==> config.mk <==
export PLATFORM = sky130hd
export DESIGN_NAME = cpu_move_bit_branch
export DESIGN_NICKNAME = d
export VERILOG_FILES = /design/src/logic/cpu_decode_pkg.sv /design/src/logic/cycle_timer.sv /design/src/logic/bit_addr_map.sv /design/src/logic/cpu_move_bit_branch.sv
export SDC_FILE = /design/constraint.sdc
export NUM_CORES = 1
export LEC_CHECK = 0
export BUFFER_PORTS_ARGS = -buffer_cell sky130_fd_sc_hd__buf_2
export CAP_MARGIN = 20
export CELL_PAD_IN_SITES_DETAIL_PLACEMENT = 0
export CELL_PAD_IN_SITES_GLOBAL_PLACEMENT = 2
export CORE_MARGIN = 2
export CORE_UTILIZATION = 33
export DETAILED_ROUTE_END_ITERATION = 12
export PLACE_DENSITY_LB_ADDON = 0.08
export RECOVER_POWER = 100
export SYNTH_ARGS = -nofsm -noshare
export SYNTH_HDL_FRONTEND = slang
export SYNTH_SLANG_ARGS = --single-unit
==> constraint.sdc <==
create_clock -name ref_clk -period 2.4 [get_ports ref_clk]
set_input_delay 0.48 -clock ref_clk [delete_from_list [all_inputs] [get_ports ref_clk]]
set_output_delay 0.48 -clock ref_clk [all_outputs]
set_load 0.02 [all_outputs]
==> src/logic/cpu_decode_pkg.sv <==
/*
 * Shared constants and types for the move, bit and branch decoder.
 * Assumes one core clock and an 8-bit accumulator datapath outside.
 */
// Operation
// - external memory: accumulator only, pointer addressing
// - table lookup reads code, base plus accumulator
// - bit space: 128 RAM bits plus registers
// - bank register to/from accumulator: 1/1
// - direct or immediate into accumulator: 2/2
// - pointer RAM into accumulator: 1/2
// - direct to bank 2/3, immediate 2/2
// - direct or immediate to direct: 3/3
// - load data pointer immediate: 3/3
// - code read: pointer 5, program counter 4
// - external read 4/3, write 5/4, one byte
// - into pointer RAM: 1/2, 2/3, 2/2
// - push 2/3, pop 2/2
// - exchange bank 2, others 3 cycles
// - bit move/set/clear/toggle/or/and plus jumps
// - carry and/or/move with bit: 2/2
// - write bit ops 2/3, carry-only 1/1
// - jump on carry: 2/3
// - bit jumps 3/5, jump-clear clears bit
// - short jump 2/3, indirect jump 1/5
// - accumulator zero jumps: 2/4
// - compare jump: 3 bytes, 5 or 4
// - decrement jump: bank 2/4, direct 3/5
// - pointer register zero/one, or data pointer
package cpu_decode_pkg;

    localparam int LEN_W = 2;
    localparam int CYC_W = 3;

    localparam logic [LEN_W-1:0] LEN1 = 2'h1;
    localparam logic [LEN_W-1:0] LEN2 = 2'h2;
    localparam logic [LEN_W-1:0] LEN3 = 2'h3;

    localparam logic [CYC_W-1:0] CYC1 = 3'h1;
    localparam logic [CYC_W-1:0] CYC2 = 3'h2;
    localparam logic [CYC_W-1:0] CYC3 = 3'h3;
    localparam logic [CYC_W-1:0] CYC4 = 3'h4;
    localparam logic [CYC_W-1:0] CYC5 = 3'h5;

    localparam logic [15:0] PC_RESET    = 16'h0000;
    localparam int          BIT_RAM_NUM = 128;

    typedef enum logic [3:0] {
        ClsNone,
        ClsMove,
        ClsExt,
        ClsCode,
        ClsStack,
        ClsXchg,
        ClsBit,
        ClsBranch,
        ClsIllegal
    } op_class_t;

    typedef enum logic [2:0] {
        BitNone,
        BitMove,
        BitSet,
        BitClr,
        BitCpl,
        BitOr,
        BitAnd,
        BitJump
    } bit_op_t;

endpackage

==> src/logic/cycle_timer.sv <==
/*
 * Holds an instruction busy for its cycle count and pulses done.
 * Assumes load only while busy_q is low; count is at least one.
 */
`timescale 1ns/1ps
module cycle_timer #(
    parameter int CW = 3
) (
    input  wire logic          clk,
    input  wire logic          rstN,
    input  wire logic          load,
    input  wire logic [CW-1:0] count,
    output logic               busy_q,
    output logic               done_q
);
    logic [CW-1:0] rem_q;

    always_ff @(posedge clk or negedge rstN) begin
        if (!rstN) begin
            rem_q  <= '0;
            busy_q <= 1'b0;
            done_q <= 1'b0;
        end else begin
            done_q <= 1'b0;
            if (load) begin
                if (count == CW'(1)) begin
                    done_q <= 1'b1;
                end else begin
                    rem_q  <= count - CW'(1);
                    busy_q <= 1'b1;
                end
            end else if (busy_q) begin
                if (rem_q == CW'(1)) begin
                    done_q <= 1'b1;
                    busy_q <= 1'b0;
                end else begin
                    rem_q <= rem_q - CW'(1);
                end
            end
        end
    end
endmodule

==> src/logic/bit_addr_map.sv <==
/*
 * Maps an 8-bit bit address to its byte and bit position.
 * Assumes the RAM bit area starts on a 16-byte boundary.
 */
`timescale 1ns/1ps
module bit_addr_map #(
    parameter logic [7:0] RAM_BASE = 8'h20
) (
    input  wire logic [7:0] bitAddr,
    output logic      [7:0] byteAddr,
    output logic      [2:0] bitPos,
    output logic            inSfr
);
    // low half: the 128 RAM bits; high half: register bits
    always_comb begin
        inSfr  = bitAddr[7];
        bitPos = bitAddr[2:0];
        if (bitAddr[7]) begin
            byteAddr = {bitAddr[7:3], 3'h0};
        end else begin
            byteAddr = RAM_BASE + {4'h0, bitAddr[6:3]};
        end
    end
endmodule

==> src/logic/cpu_move_bit_branch.sv <==
/*
 * Decoder and timing for move, bit and branch instructions.
 * Assumes operand bytes and operand values are valid with issue.
 */
`timescale 1ns/1ps
module cpu_move_bit_branch
    import cpu_decode_pkg::*;
#(
    parameter logic [7:0] RAM_BASE = 8'h20
) (
    input  wire logic        ref_clk,
    input  wire logic        resetn,
    input  wire logic        issue,
    input  wire logic [7:0]  opcode,
    input  wire logic [7:0]  operand1,
    input  wire logic [7:0]  operand2,
    input  wire logic [7:0]  accIn,
    input  wire logic        carryIn,
    input  wire logic        bitIn,
    input  wire logic [7:0]  opndIn,
    input  wire logic [15:0] dptrIn,
    output logic [15:0]      pc_q,
    output logic             busy_q,
    output logic             done_q,
    output logic [LEN_W-1:0] instLen_q,
    output logic [CYC_W-1:0] instCycles_q,
    output op_class_t        opClass_q,
    output bit_op_t          bitOp_q,
    output logic             illegal_q,
    output logic             extRead_q,
    output logic             extWrite_q,
    output logic             extWide_q,
    output logic             ptrUse_q,
    output logic             ptrSel_q,
    output logic             codeRead_q,
    output logic [15:0]      codeAddr_q,
    output logic             bitValid_q,
    output logic [7:0]       bitByte_q,
    output logic [2:0]       bitPos_q,
    output logic             bitSfr_q,
    output logic             taken_q,
    output logic             bitClear_q
);
    logic [1:0] rstSync_q;
    logic       rstN;

    always_ff @(posedge ref_clk or negedge resetn) begin
        if (!resetn) begin
            rstSync_q <= 2'h0;
        end else begin
            rstSync_q <= {rstSync_q[0], 1'b1};
        end
    end
    assign rstN = rstSync_q[1];

    logic             take;
    logic [LEN_W-1:0] len;
    logic [CYC_W-1:0] cyc;
    op_class_t        cls;
    bit_op_t          bop;
    logic             extR;
    logic             extW;
    logic             extWide;
    logic             usePtr;
    logic             codeRd;
    logic             codeDptr;
    logic             hasBit;
    logic             jmpInd;
    logic             takenD;
    logic             clrBit;
    logic [7:0]       relB;
    logic [15:0]      pcSeq;
    logic [15:0]      pcNext;
    logic [15:0]      codeAddr;
    logic [7:0]       mapByte;
    logic [2:0]       mapPos;
    logic             mapSfr;

    assign take = issue && !busy_q;

    always_comb begin
        len      = LEN1;
        cyc      = CYC1;
        cls      = ClsMove;
        bop      = BitNone;
        extR     = 1'b0;
        extW     = 1'b0;
        extWide  = 1'b0;
        usePtr   = 1'b0;
        codeRd   = 1'b0;
        codeDptr = 1'b0;
        hasBit   = 1'b0;
        jmpInd   = 1'b0;
        takenD   = 1'b0;
        clrBit   = 1'b0;
        unique casez (opcode)
            8'b1110_1???, 8'b1111_1???: begin
                cyc = CYC1;
            end
            8'he5, 8'h74: begin
                len = LEN2;
                cyc = CYC2;
            end
            8'b1110_011?: begin
                cyc    = CYC2;
                usePtr = 1'b1;
            end
            8'b1010_1???: begin
                len = LEN2;
                cyc = CYC3;
            end
            8'b0111_1???, 8'hf5, 8'b1000_1???: begin
                len = LEN2;
                cyc = CYC2;
            end
            8'h85, 8'h75, 8'h90: begin
                len = LEN3;
                cyc = CYC3;
            end
            8'b1000_011?, 8'b1010_011?: begin
                len    = LEN2;
                cyc    = CYC3;
                usePtr = 1'b1;
            end
            8'b1111_011?: begin
                cyc    = CYC2;
                usePtr = 1'b1;
            end
            8'b0111_011?: begin
                len    = LEN2;
                cyc    = CYC2;
                usePtr = 1'b1;
            end
            8'h93, 8'h83: begin
                cls      = ClsCode;
                codeRd   = 1'b1;
                codeDptr = opcode[4];
                cyc      = opcode[4] ? CYC5 : CYC4;
            end
            8'b1110_001?, 8'he0, 8'b1111_001?, 8'hf0: begin
                cls     = ClsExt;
                extR    = !opcode[4];
                extW    = opcode[4];
                extWide = !opcode[1];
                usePtr  = opcode[1];
                unique case ({opcode[4], opcode[1]})
                    2'b01:   cyc = CYC4;
                    2'b00:   cyc = CYC3;
                    2'b11:   cyc = CYC5;
                    default: cyc = CYC4;
                endcase
            end
            8'hc0, 8'hd0: begin
                cls = ClsStack;
                len = LEN2;
                cyc = opcode[4] ? CYC2 : CYC3;
            end
            8'b1100_1???: begin
                cls = ClsXchg;
                cyc = CYC2;
            end
            8'hc5: begin
                cls = ClsXchg;
                len = LEN2;
                cyc = CYC3;
            end
            8'b1100_011?, 8'b1101_011?: begin
                cls    = ClsXchg;
                cyc    = CYC3;
                usePtr = 1'b1;
            end
            8'hc3, 8'hd3, 8'hb3: begin
                cls = ClsBit;
                cyc = CYC1;
                bop = opcode[4] ? (opcode[6] ? BitSet : BitCpl) : BitClr;
            end
            8'hc2, 8'hd2, 8'hb2, 8'h92: begin
                cls    = ClsBit;
                len    = LEN2;
                cyc    = CYC3;
                hasBit = 1'b1;
                unique case (opcode[7:4])
                    4'hc:    bop = BitClr;
                    4'hd:    bop = BitSet;
                    4'hb:    bop = BitCpl;
                    default: bop = BitMove;
                endcase
            end
            8'h82, 8'hb0, 8'h72, 8'ha0, 8'ha2: begin
                cls    = ClsBit;
                len    = LEN2;
                cyc    = CYC2;
                hasBit = 1'b1;
                unique case (opcode)
                    8'h82, 8'hb0: bop = BitAnd;
                    8'h72, 8'ha0: bop = BitOr;
                    default:      bop = BitMove;
                endcase
            end
            8'h40, 8'h50: begin
                cls    = ClsBranch;
                bop    = BitJump;
                len    = LEN2;
                cyc    = CYC3;
                takenD = carryIn ^ opcode[4];
            end
            8'h20, 8'h30, 8'h10: begin
                cls    = ClsBranch;
                bop    = BitJump;
                len    = LEN3;
                cyc    = CYC5;
                hasBit = 1'b1;
                takenD = bitIn ^ (opcode[5:4] == 2'h3);
                clrBit = (opcode == 8'h10) && bitIn;
            end
            8'h80: begin
                cls    = ClsBranch;
                len    = LEN2;
                cyc    = CYC3;
                takenD = 1'b1;
            end
            8'h73: begin
                cls    = ClsBranch;
                cyc    = CYC5;
                jmpInd = 1'b1;
            end
            8'h60, 8'h70: begin
                cls    = ClsBranch;
                len    = LEN2;
                cyc    = CYC4;
                takenD = (accIn == 8'h00) ^ opcode[4];
            end
            8'hb5, 8'b1011_011?: begin
                cls    = ClsBranch;
                len    = LEN3;
                cyc    = CYC5;
                usePtr = opcode[1];
                takenD = opcode[1] ? (opndIn != operand1)
                                   : (accIn != opndIn);
            end
            8'hb4, 8'b1011_1???: begin
                cls    = ClsBranch;
                len    = LEN3;
                cyc    = CYC4;
                takenD = opcode[3] ? (opndIn != operand1)
                                   : (accIn != operand1);
            end
            8'b1101_1???: begin
                cls    = ClsBranch;
                len    = LEN2;
                cyc    = CYC4;
                takenD = opndIn != 8'h01;
            end
            8'hd5: begin
                cls    = ClsBranch;
                len    = LEN3;
                cyc    = CYC5;
                takenD = opndIn != 8'h01;
            end
            8'h00: begin
                cls = ClsNone;
            end
            default: begin
                cls = ClsIllegal;
            end
        endcase
    end

    assign relB   = (len == LEN3) ? operand2 : operand1;
    assign pcSeq  = pc_q + {14'h0, len};
    assign pcNext = jmpInd ? dptrIn + {8'h00, accIn}
                  : takenD ? pcSeq + {{8{relB[7]}}, relB}
                  : pcSeq;
    // code reads index from data pointer or the next instruction
    assign codeAddr = (codeDptr ? dptrIn : pcSeq) + {8'h00, accIn};

    bit_addr_map #(
        .RAM_BASE (RAM_BASE)
    ) u_map (
        .bitAddr  (operand1),
        .byteAddr (mapByte),
        .bitPos   (mapPos),
        .inSfr    (mapSfr)
    );

    cycle_timer #(
        .CW (CYC_W)
    ) u_timer (
        .clk    (ref_clk),
        .rstN   (rstN),
        .load   (take),
        .count  (cyc),
        .busy_q (busy_q),
        .done_q (done_q)
    );

    always_ff @(posedge ref_clk or negedge rstN) begin
        if (!rstN) begin
            pc_q <= PC_RESET;
        end else if (take) begin
            pc_q <= pcNext;
        end
    end

    always_ff @(posedge ref_clk or negedge rstN) begin
        if (!rstN) begin
            instLen_q    <= LEN1;
            instCycles_q <= CYC1;
            opClass_q    <= ClsNone;
            bitOp_q      <= BitNone;
            illegal_q    <= 1'b0;
            taken_q      <= 1'b0;
        end else if (take) begin
            instLen_q    <= len;
            instCycles_q <= cyc;
            opClass_q    <= cls;
            bitOp_q      <= bop;
            illegal_q    <= cls == ClsIllegal;
            taken_q      <= takenD || jmpInd;
        end
    end

    always_ff @(posedge ref_clk or negedge rstN) begin
        if (!rstN) begin
            extRead_q  <= 1'b0;
            extWrite_q <= 1'b0;
            extWide_q  <= 1'b0;
            ptrUse_q   <= 1'b0;
            ptrSel_q   <= 1'b0;
            codeRead_q <= 1'b0;
            codeAddr_q <= 16'h0000;
        end else if (take) begin
            extRead_q  <= extR;
            extWrite_q <= extW;
            extWide_q  <= extWide;
            ptrUse_q   <= usePtr;
            ptrSel_q   <= usePtr && opcode[0];
            codeRead_q <= codeRd;
            codeAddr_q <= codeAddr;
        end
    end

    always_ff @(posedge ref_clk or negedge rstN) begin
        if (!rstN) begin
            bitValid_q <= 1'b0;
            bitByte_q  <= 8'h00;
            bitPos_q   <= 3'h0;
            bitSfr_q   <= 1'b0;
            bitClear_q <= 1'b0;
        end else begin
            bitClear_q <= take && clrBit;
            if (take) begin
                bitValid_q <= hasBit;
                bitByte_q  <= mapByte;
                bitPos_q   <= mapPos;
                bitSfr_q   <= mapSfr;
            end
        end
    end

    // checking helpers: cycles since the last accepted instruction, counted up to the cycle busy_q drops
    logic [CYC_W-1:0] elapsed_q;

    always_ff @(posedge ref_clk or negedge rstN) begin
        if (!rstN) begin
            elapsed_q <= '0;
        end else if (take) begin
            elapsed_q <= CYC1;
        end else if (busy_q) begin
            elapsed_q <= elapsed_q + CYC1;
        end
    end
endmodule

==> results.yml, run 1 <==
final_layout:
  fillers: 1830
  post-route-cell-area_sq_um: 11270
  drive_gt1_share_pct: 44.44
  multi_input_area_sq_um: 5411
  syn_to_final_growth_pct: 71.68
  fin_cells: 1534
  final_core_util_pct: 57.73
  diodes: 0
  regArea_sq_um: 1804
  nNetsFinal: 1363
die:
  rows: 51
  die_w_um: 145.1
  die_y_um: 145.1
  start_util_pct: 33.63
  num_io_pins: 129
  coreArea_sq_um: 19530
  dieArea_sq_um: 21040
place:
  place_area_sq_um: 9657
  port_buffers: 128
  gp_congestion: 0.9272
  dp_hpwl_um: 20950
  dp_slack_ps: -3022
  placed_cells: 1456
worst_setup_path:
  crit_arrival_ps: 5130
  worst_ep_required_time_ps: 2660
  crit_path_top_delay_cell: "or4_4"
  cp-end-kind: "flip-flop"
  path_max_fanout: 4
  critPathKind: "input port to flip-flop"
  critPathBufInv: 4
  slowest_delay_ps: 410
  start_kind: "input port"
  cp_top_family: "simple AND/OR/NAND/NOR gates"
clock_tree:
  tritoncts: "done"
  cts_buffers: 9
  cts-root-to-sink-buffers: 2
  clock_latency_ps: 340
  clkSinkCount: 72
  path_clk_slew_ps: 60
  clk_root_buffer_cell: "clkbuf_16"
  htree_levels: 3
sta:
  slew_viol_final: 0
  setup-tns-final_ps: -57130
  fmax_ghz: 0.2053
  setup_viol: 41
  period_minus_slack_ps: 4870
  clock_skew_ps: 9.932
  worst_slew_pin_slew_ps: 1471
  rsz0062_at_grt: "true"
  timing.slew.headroom_pct: 1.957
  worst_slack_ps: -2470
  whs_ps: 341.5
  fin_crit_sh_pct: 202.9
  hold_violations: 0
routing:
  drtIter0Drc: 457
  wire_per_inst_um: 18.34
  drc: 0
  vias: 7961
  dr.pass1.iters: 5
  via_per_inst: 5.190
  ant_nets: 0
  wirelength_um: 28140
job:
  cap_viol_max_count: 0
grt:
  grt_usage_pct: 25.73
  grt_max_degree: 88
  antenna_found_initial: 0
  grt_pass1_vias: 8096
  overflow: 0
  grt_pass1_wl_um: 43350
logic_synthesis:
  synth_edf_count: 0
  synth_area_sq_um: 6566
  netlist.area_leader.share_pct: 26.68
  seq_area_frac_synth_pct: 27.48
  synthesis.nets: 944
  synth_seq_cells: 72
  yosysWarnings: 0
  syn_area_per_cell_sq_um: 7.771
  ys_types: 78
  synth-async-reset-ratio_pct: 100.0
  netlist_instances: 845
  synth.top_cells.by_area: "dfrtp_1 27%, xnor2_1 8.1%, nand2_1 7.5%, ha_1 6.5%, o21ai_0 4.8%"
  synthFlopType: "dfrtp_1"
  synth_top_area_cell: "dfrtp_1"
power:
  power_mw: 11.58
  vdd_ir_drop_max_mv: 0.6058
  cellLeakagePower_nw: 5.214
  power.density_nw_per_um2: 1027
status:
  violations: "negative setup slack"
  outcome: "finished with violations"
worst_hold_path:
  hold_path.class: "flip-flop to flip-flop"
==> cells in the final DEF, fill, tap and decap left out, drive strengths merged, types with 15 or more instances in the layout <==
cell type	synthesis	final
ha	34	34
a31oi	15	15
xor2	20	20
inv	33	33
clkbuf	37	85
o21ai	66	66
xnor2	61	61
nor3	16	16
buf	12	382
nand3	33	33
nand2	132	132
a21oi	54	54
nand4	16	16
a21o	18	18
dfrtp	70	70
nor2	57	57
==> timing repair <==
action	CTS	global route
pin swaps	51	64
setup endpoints to repair	44	43
hold buffers	1	0
hold endpoints to repair	2	0
gates cloned	0	0
buffers inserted	53	19
gates resized for setup	102	98
==> where the power goes <==
part / total, mW / internal (mW) / switching, mW
logic: 7.93 / 3.97 / 3.96
registers: 1.98 / 1.68 / 0.307
clock network: 1.67 / 1.07 / 0.592
==> final timing paths <==
path / end / startpoint / cells past startpoint / slack [ps]
worst max register to register: pc_q[13]$_DFFE_PN0P_ / pc_q[0]$_DFFE_PN0P_ / 19 / -1610
worst min-delay path: rstSync_q[1]$_DFF_PN0_ / rstSync_q[0]$_DFF_PN0_ / 0 / 340
min in group asynchronous: rstSync_q[1]$_DFF_PN0_ / resetn / 2 / 440
worst max-delay path: pc_q[13]$_DFFE_PN0P_ / opcode[0] / 25 / -2470
max in group asynchronous: illegal_q$_DFFE_PN0P_ / rstSync_q[1]$_DFF_PN0_ / 1 / 340
worst min register to register: rstSync_q[1]$_DFF_PN0_ / rstSync_q[0]$_DFF_PN0_ / 0 / 340
==> cells by family after synthesis <==
logic type / after synthesis / synth area share (%)
compound gates: 223 / 21.49
simple gates: 328 / 24.07
mux: 17 / 2.839
other cells: 1 / 0.05711
fa+ha+maj: 41 / 8.194
buf+inv: 82 / 5.069
xor+xnor: 81 / 10.80
flops: 72 / 27.48
==> registers in the layout (all words and copies together) (netlist names), 2 cells and up <==
name and count:
rstSync_q 2, opClass_q 4, instLen_q 2, bitPos_q 3, codeAddr_q 16, bitOp_q 3
bitByte_q 8, u_timer.rem_q 3, pc_q 16, instCycles_q 3
==> worst register-to-register path, stage by stage (launching register included) <==
cell and delay [ps]:
dfrtp_1 350, ha_2 190, inv_2 40, fa_2 370, nor2_2 120, xnor2_1 160
inv_1 130, ha_4 230, or3_1 320, o21ai_2 80, a21oi_2 80, o31ai_2 290
a31oi_2 90, buf_4 180, or4_4 410, mux2_4 280, a31oi_4 160, xnor2_2 150
o22ai_1 110, a2bb2oi_1 180
==> per-layer routing <==
metal	share of wire (%)	global-route usage, %
met5	0	0
met4	1.9	6.863
met3	5.7	5.535
met2	47	42.33
met1	45	34.31
==> Yosys cell counts, types with 4 or more instances <==
master,n
a211oi_1,4
a21boi_0,4
a21o_1,18
a21oi_1,54
a22o_1,5
a31oi_1,15
and2_1,7
and3_1,7
buf_1,6
clkbuf_1,37
dfrtp_1,70
fa_1,4
ha_1,34
inv_1,32
mux2_2,13
mux2i_1,4
nand2_1,132
nand2b_1,9
nand3_1,32
nand3b_1,5
nand4_1,16
nor2_1,57
nor2b_1,11
nor3_1,16
nor4_1,8
o211ai_1,9
o21a_1,4
o21ai_0,63
o22ai_1,5
o31ai_1,8
or2_2,4
or3_1,6
xnor2_1,61
xor2_1,20
==> layout make-up <==
cell class                 count  share of cell area (%)
inverter                      33                   1.143
sequential                    72                   16.00
clock buffer                  11                   2.242
multi-input combinational    691                   48.00
timing repair buffer         457                   28.76
tap                          265                   2.941
clock inverter                 5                  0.9101
Power figures use the tool's default switching activity.
==> run 2: changes to the inputs <==
--- a/config.mk
+++ b/config.mk
@@ -5,12 +5,14 @@
 export SDC_FILE = /design/constraint.sdc
 export NUM_CORES = 1
 export LEC_CHECK = 0
+export ABC_AREA = 1
 export BUFFER_PORTS_ARGS = -buffer_cell sky130_fd_sc_hd__buf_2
 export CAP_MARGIN = 20
 export CELL_PAD_IN_SITES_DETAIL_PLACEMENT = 0
 export CELL_PAD_IN_SITES_GLOBAL_PLACEMENT = 2
 export CORE_MARGIN = 2
-export CORE_UTILIZATION = 33
+export CORE_UTILIZATION = 31
+export CTS_CLUSTER_SIZE = 8
 export DETAILED_ROUTE_END_ITERATION = 12
 export PLACE_DENSITY_LB_ADDON = 0.08
 export RECOVER_POWER = 100
==> run 2 against run 1 <==
Effect of this change: the run still ends with negative setup slack left; critical path depth grew 7; clock-buffer cell count shrank 2; synthesized cell count grew 17%; sequential share of layout area grew 0.39 points; sequential power grew 5%; worst hold slack gained 14 ps; final cell count grew 11%; final area shrank 2.4%; critical path type unchanged; largest power group unchanged; highest routed layer unchanged.
==> results.yml, run 2 <==
sta:
  fin_crit_sh_pct: 188.5
  fmax_ghz: 0.2211
  rsz0062_at_grt: "true"
  hold_violations: 0
  setup-tns-final_ps: -54400
  timing.slew.headroom_pct: 24.68
  slew_viol_final: 0
  worst_slack_ps: -2123
  period_minus_slack_ps: 4523
  setup_viol: 40
  worst_slew_pin_slew_ps: 1130
  clock_skew_ps: 7.710
grt:
  antenna_found_initial: 0
  grt_max_degree: 62
  grt_usage_pct: 24.40
  overflow: 0
  grt_pass1_wl_um: 42110
  grt_pass1_vias: 7895
logic_synthesis:
  yosysMostFrequentCell: "nand2_1"
  ys_types: 51
  synthFlopType: "dfrtp_1"
  seq_area_frac_synth_pct: 27.51
  syn_area_per_cell_sq_um: 6.625
  yosysWarnings: 0
  synth_seq_cells: 72
  synth_area_sq_um: 6559
  synth_commonest_cells: "239 x nand2_1, 124 x inv_1, 98 x nor2_1, 83 x o21ai_0, 70 x dfrtp_1"
  synth.top_cells.by_area: "dfrtp_1 27%, nand2_1 14%, inv_1 7.1%, ha_1 6.5%, o21ai_0 6.3%"
  synthesis.nets: 1089
  synth-async-reset-ratio_pct: 100.0
  netlist.area_leader.share_pct: 26.71
  synth_edf_count: 0
  netlist_instances: 990
  synth_top_area_cell: "dfrtp_1"
worst_setup_path:
  critPathKind: "input port to flip-flop"
  crit_path_top_delay_cell: "nor4_2"
  reg2reg_from: "pc_q[0]$_DFFE_PN0P_"
  crit_arrival_ps: 4760
  path_max_fanout: 5
  start_kind: "input port"
  worst_ep_required_time_ps: 2630
  slowest_delay_ps: 330
  cp-end-kind: "flip-flop"
  worstSetupStartpoint: "opcode[1]"
  crit_path_frequent_cell: "inv_1"
final_layout:
  drive_gt1_share_pct: 40.03
  nNetsFinal: 1513
  final_common_cell: "buf_4"
  final_core_util_pct: 52.67
  fillers: 2168
  top_regs: "codeAddr_q (16), pc_q (16), bitByte_q (8)"
  syn_to_final_growth_pct: 67.76
  most-common-layout-cells: "287 x buf_4, 212 x nand2_1, 107 x inv_1, 76 x nor2_1, 71 x clkbuf_1"
job:
  cap_viol_max_count: 0
power:
  cellLeakagePower_nw: 5.492
  vdd_ir_drop_max_mv: 0.5093
  power.density_nw_per_um2: 1049
routing:
  drc: 0
  wire_per_inst_um: 15.75
  drtIter0Drc: 435
  via_per_inst: 4.744
  dr.pass1.iters: 5
  ant_nets: 0
  wirelength_um: 26710
  vias: 8045
die:
  start_util_pct: 31.40
  die_y_um: 149.5
  dieArea_sq_um: 22340
  die_w_um: 149.5
  coreArea_sq_um: 20890
  num_io_pins: 129
  rows: 53
status:
  outcome: "finished with violations"
  violations: "negative setup slack"
clock_tree:
  path_clk_slew_ps: 70
  clk_root_buffer_cell: "clkbuf_16"
  clkSinkCount: 72
  cts-root-to-sink-buffers: 2
  tritoncts: "done"
  htree_levels: 3
  clock_latency_ps: 350
  cts_buffers: 9
place:
  port_buffers: 128
  gp_congestion: 0.9285
  dp_hpwl_um: 21560
worst_hold_path:
  hp-start: "rstSync_q[0]$_DFF_PN0_"
  hold_path.class: "flip-flop to flip-flop"
-- run 2: cell count changes after synthesis, sizes merged, moves of 19 or more --
cell / previous run / this run
o21ai: 66 / 89
nand3: 33 / 59
nor2: 57 / 107
clkbuf: 37 / 18
xnor2: 61 / 22
inv: 33 / 134
nand2: 132 / 247
-- run 2: where the power goes --
group	total [mW]	switching, mW	leakage (nW)	internal [mW]
clock network	1.44	0.621	0.150	0.817
registers	2.08	0.358	0.873	1.72
logic	8.02	4.29	4.47	3.73
-- run 2: final timing paths --
kind,slack (ps),end,cells past startpoint
max,-2120,codeAddr_q[9]$_DFFE_PN0P_,32
min,360,rstSync_q[1]$_DFF_PN0_,0
max reg2reg,-830,codeAddr_q[15]$_DFFE_PN0P_,21
min reg2reg,360,rstSync_q[1]$_DFF_PN0_,0
max in group asynchronous,570,ptrSel_q$_DFFE_PN0P_,1
min in group asynchronous,450,rstSync_q[1]$_DFF_PN0_,2
-- run 2: final cells by class --
type / instances / area, sq um / share of cell area (%)
sequential: 72 / 1804 / 16.40
clock buffer: 9 / 225.2 / 2.047
multi-input combinational: 760 / 4959 / 45.06
clock inverter: 7 / 78.83 / 0.7164
antenna: 2 / 5.005 / 0.04549
timing repair buffer: 437 / 3043 / 27.66
inverter: 134 / 544.3 / 4.947
tap: 275 / 344.1 / 3.127
-- run 2: worst max-delay path, delay by kind of cell --
| kind | cells | cell delay (ps) |
|---|---|---|
| compound gates | 7 | 1040 |
| buf+inv | 10 | 1000 |
| simple gates | 11 | 1290 |
| xor+xnor | 2 | 340 |
| fa+ha+maj | 2 | 590 |
-- run 2: per-layer routing --
| metal | track usage [%] | part of all wire (%) |
|---|---|---|
| met1 | 35.28 | 49 |
| met2 | 39.47 | 46 |
| met3 | 3.354 | 4.3 |
| met4 | 3.762 | 0.69 |
| met5 | 0 | 0 |
-- run 2: cell families after synthesis --
logic type | after synthesis | synth area share [%]
AOI/OAI and AO/OA | 201 | 17.72
xor gates and xnor gates | 49 | 6.543
adders and majority gates | 38 | 7.707
buffers and inverters | 158 | 9.271
DFF | 72 | 27.51
muxes | 1 | 0.1526
other | 1 | 0.05718
and+or+nand+nor | 470 | 31.04
-- run 2: stage by stage --
stage,setup WS (ps),cell area [sq um],cells,power [mW],hold WS (ps)
3_5_place_dp,-2761,9772,1641,8.910,266.8
3_3_place_gp,-2505,9772,1641,8.876,265.5
6_report,-2123,11000,1696,11.54,355.9
2_1_floorplan,-1943,6794,990,5.855,184.4
4_1_cts,-1886,10820,1688,11.21,266.8
5_1_grt,-2371,11000,1694,12.46,369.2
-- run 2: timing repair --
| item | CTS | global route |
|---|---|---|
| endpoints found under the hold margin | 2 | 0 |
| cloned | 0 | 0 |
| hold buffers | 1 | 0 |
| gates resized for setup | 132 | 60 |
| pin swaps | 69 | 41 |
| buffers inserted | 30 | 9 |
| setup endpoints to repair | 42 | 40 |
==> run 3: changes to the inputs <==
--- a/config.mk
+++ b/config.mk
@@ -6,7 +6,7 @@
 export NUM_CORES = 1
 export LEC_CHECK = 0
 export ABC_AREA = 1
-export BUFFER_PORTS_ARGS = -buffer_cell sky130_fd_sc_hd__buf_2
+export BUFFER_PORTS_ARGS = -buffer_cell sky130_fd_sc_hd__buf_4
 export CAP_MARGIN = 20
 export CELL_PAD_IN_SITES_DETAIL_PLACEMENT = 0
 export CELL_PAD_IN_SITES_GLOBAL_PLACEMENT = 2
==> run 3 against run 2 <==
Effect of this change: the flow finishes with violations (max-capacitance violations, max-slew violations, negative setup slack); critical path type unchanged; maximum frequency grew 3.8%; setup slack gained 170 ps; highest routed layer unchanged; die area is the same; largest cell class unchanged.
==> results.yml, run 3 (synthesis results as in run 2) <==
die:
  coreArea_sq_um: 20890
  rows: 53
  start_util_pct: 31.40
  num_io_pins: 129
  dieArea_sq_um: 22340
  die_y_um: 149.5
  die_w_um: 149.5
routing:
  wirelength_um: 27220
  drc: 0
  drtIter0Drc: 387
  wire_per_inst_um: 16.00
  vias: 8135
  dr.pass1.iters: 4
  ant_nets: 0
  via_per_inst: 4.782
sta:
  fmax_ghz: 0.2295
  whs_ps: 224.8
  hold_violations: 0
  worst_slew_pin_slew_ps: 1584
  worst_slack_ps: -1957
  fin_crit_sh_pct: 181.5
  setup_viol: 35
  rsz0062_at_grt: "true"
  period_minus_slack_ps: 4357
  clock_skew_ps: 12.21
  timing.slew.headroom_pct: -5.609
  setup-tns-final_ps: -48170
  slew_viol_final: 60
final_layout:
  drive_gt1_share_pct: 43.48
  syn_to_final_growth_pct: 75.20
  nNetsFinal: 1520
  final_common_cell: "buf_4"
  post-route-cell-area_sq_um: 11490
  top_regs: "codeAddr_q (16), pc_q (16), bitByte_q (8)"
  fillers: 2146
  diodes: 0
  most-common-layout-cells: "327 x buf_4, 198 x nand2_1, 95 x inv_1, 72 x nor2_1, 70 x dfrtp_1"
power:
  cellLeakagePower_nw: 5.617
  power_mw: 12.17
  power.density_nw_per_um2: 1059
  vdd_ir_drop_max_mv: 0.5052
clock_tree:
  htree_levels: 3
  tritoncts: "done"
  path_clk_slew_ps: 60
  clk_root_buffer_cell: "clkbuf_16"
  cts-root-to-sink-buffers: 2
  clock_latency_ps: 360
  cts_buffers: 9
  clkSinkCount: 72
grt:
  grt_usage_pct: 24.38
  antenna_found_initial: 0
  grt_max_degree: 62
  gr-usage-met1_pct: 34.98
  grtUsageMet3_pct: 3.323
  grt_pass1_wl_um: 42050
  grt_busiest_layer: "met2"
  grt_pass1_vias: 7860
  overflow: 0
  use_met2_pct: 39.38
worst_hold_path:
  hold_path.class: "flip-flop to asynchronous set/reset pin"
place:
  gp_congestion: 0.9293
  dp_slack_ps: -2773
  dp_hpwl_um: 21730
  place_area_sq_um: 10130
  port_buffers: 128
worst_setup_path:
  slowest_delay_ps: 390
  crit_path_frequent_cell: "nor2_4"
  critPathBufInv: 8
  crit_arrival_ps: 4600
  path_max_fanout: 4
  critPathKind: "input port to flip-flop"
  cp-end-kind: "flip-flop"
  worst_ep_required_time_ps: 2650
  start_kind: "input port"
  crit_path_top_delay_cell: "fa_2"
  cp_top_family: "simple AND/OR/NAND/NOR gates"
status:
  outcome: "finished with violations"
  violations: "max-capacitance violations, max-slew violations, negative setup slack"
job:
  cap_viol_max_count: 1
run 3: routing by layer:
metal / vias to the layer above / share of wire, %
met5: - / 0
met4: 0 / 1.4
met3: 26 / 4.8
met2: 181 / 45
met1: 3786 / 48
li1: 4142 / -
run 3: where the power goes:
part	switching, mW	total, mW	internal, mW
clock network	0.645	1.37	0.725
logic	4.63	8.75	4.11
registers	0.336	2.05	1.72
total	5.61	12.2	6.56
run 3: path summary, 6_finish.rpt:
check                                  startpoint  slack, ps                    endpoint  cells after the start
setup reg to reg              pc_q[0]$_DFFE_PN0P_       -900  codeAddr_q[15]$_DFFE_PN0P_                     21
max in group asynchronous  rstSync_q[1]$_DFF_PN0_        240    opClass_q[2]$_DFFE_PN0P_                      1
setup / recovery                        opcode[1]      -1960  codeAddr_q[15]$_DFFE_PN0P_                     31
hold / removal             rstSync_q[1]$_DFF_PN0_        220        pc_q[13]$_DFFE_PN0P_                      0
min in group ref_clk       rstSync_q[0]$_DFF_PN0_        350      rstSync_q[1]$_DFF_PN0_                      0
hold reg to reg            rstSync_q[1]$_DFF_PN0_        220        pc_q[13]$_DFFE_PN0P_                      0
run 3: final cells by class:
type / count / area, sq um / share of cell area (%)
sequential: 72 / 1804 / 15.70
tap: 275 / 344.1 / 2.994
clock buffer: 9 / 225.2 / 1.960
multi-input combinational: 760 / 5226 / 45.48
inverter: 134 / 543.0 / 4.726
timing repair buffer: 444 / 3284 / 28.58
clock inverter: 7 / 63.81 / 0.5553
run 3: what timing repair did:
item / CTS / global route
endpoints found under the setup margin: 41 / 43
resized for setup: 167 / 102
buffers inserted: 42 / 17
hold buffers: 1 / 0
hold endpoints to repair: 2 / 0
gates cloned: 0 / 0
pin swaps: 96 / 72
run 3: per-stage QoR:
| stage | util, % | instances |
|---|---|---|
| 2_1_floorplan | - | 990 |
| 3_3_place_gp | 48.49 | 1646 |
| 3_5_place_dp | 48.49 | 1646 |
| 4_1_cts | 54.06 | 1694 |
| 5_1_grt | 55.01 | 1701 |
| 6_report | 55.01 | 1701 |
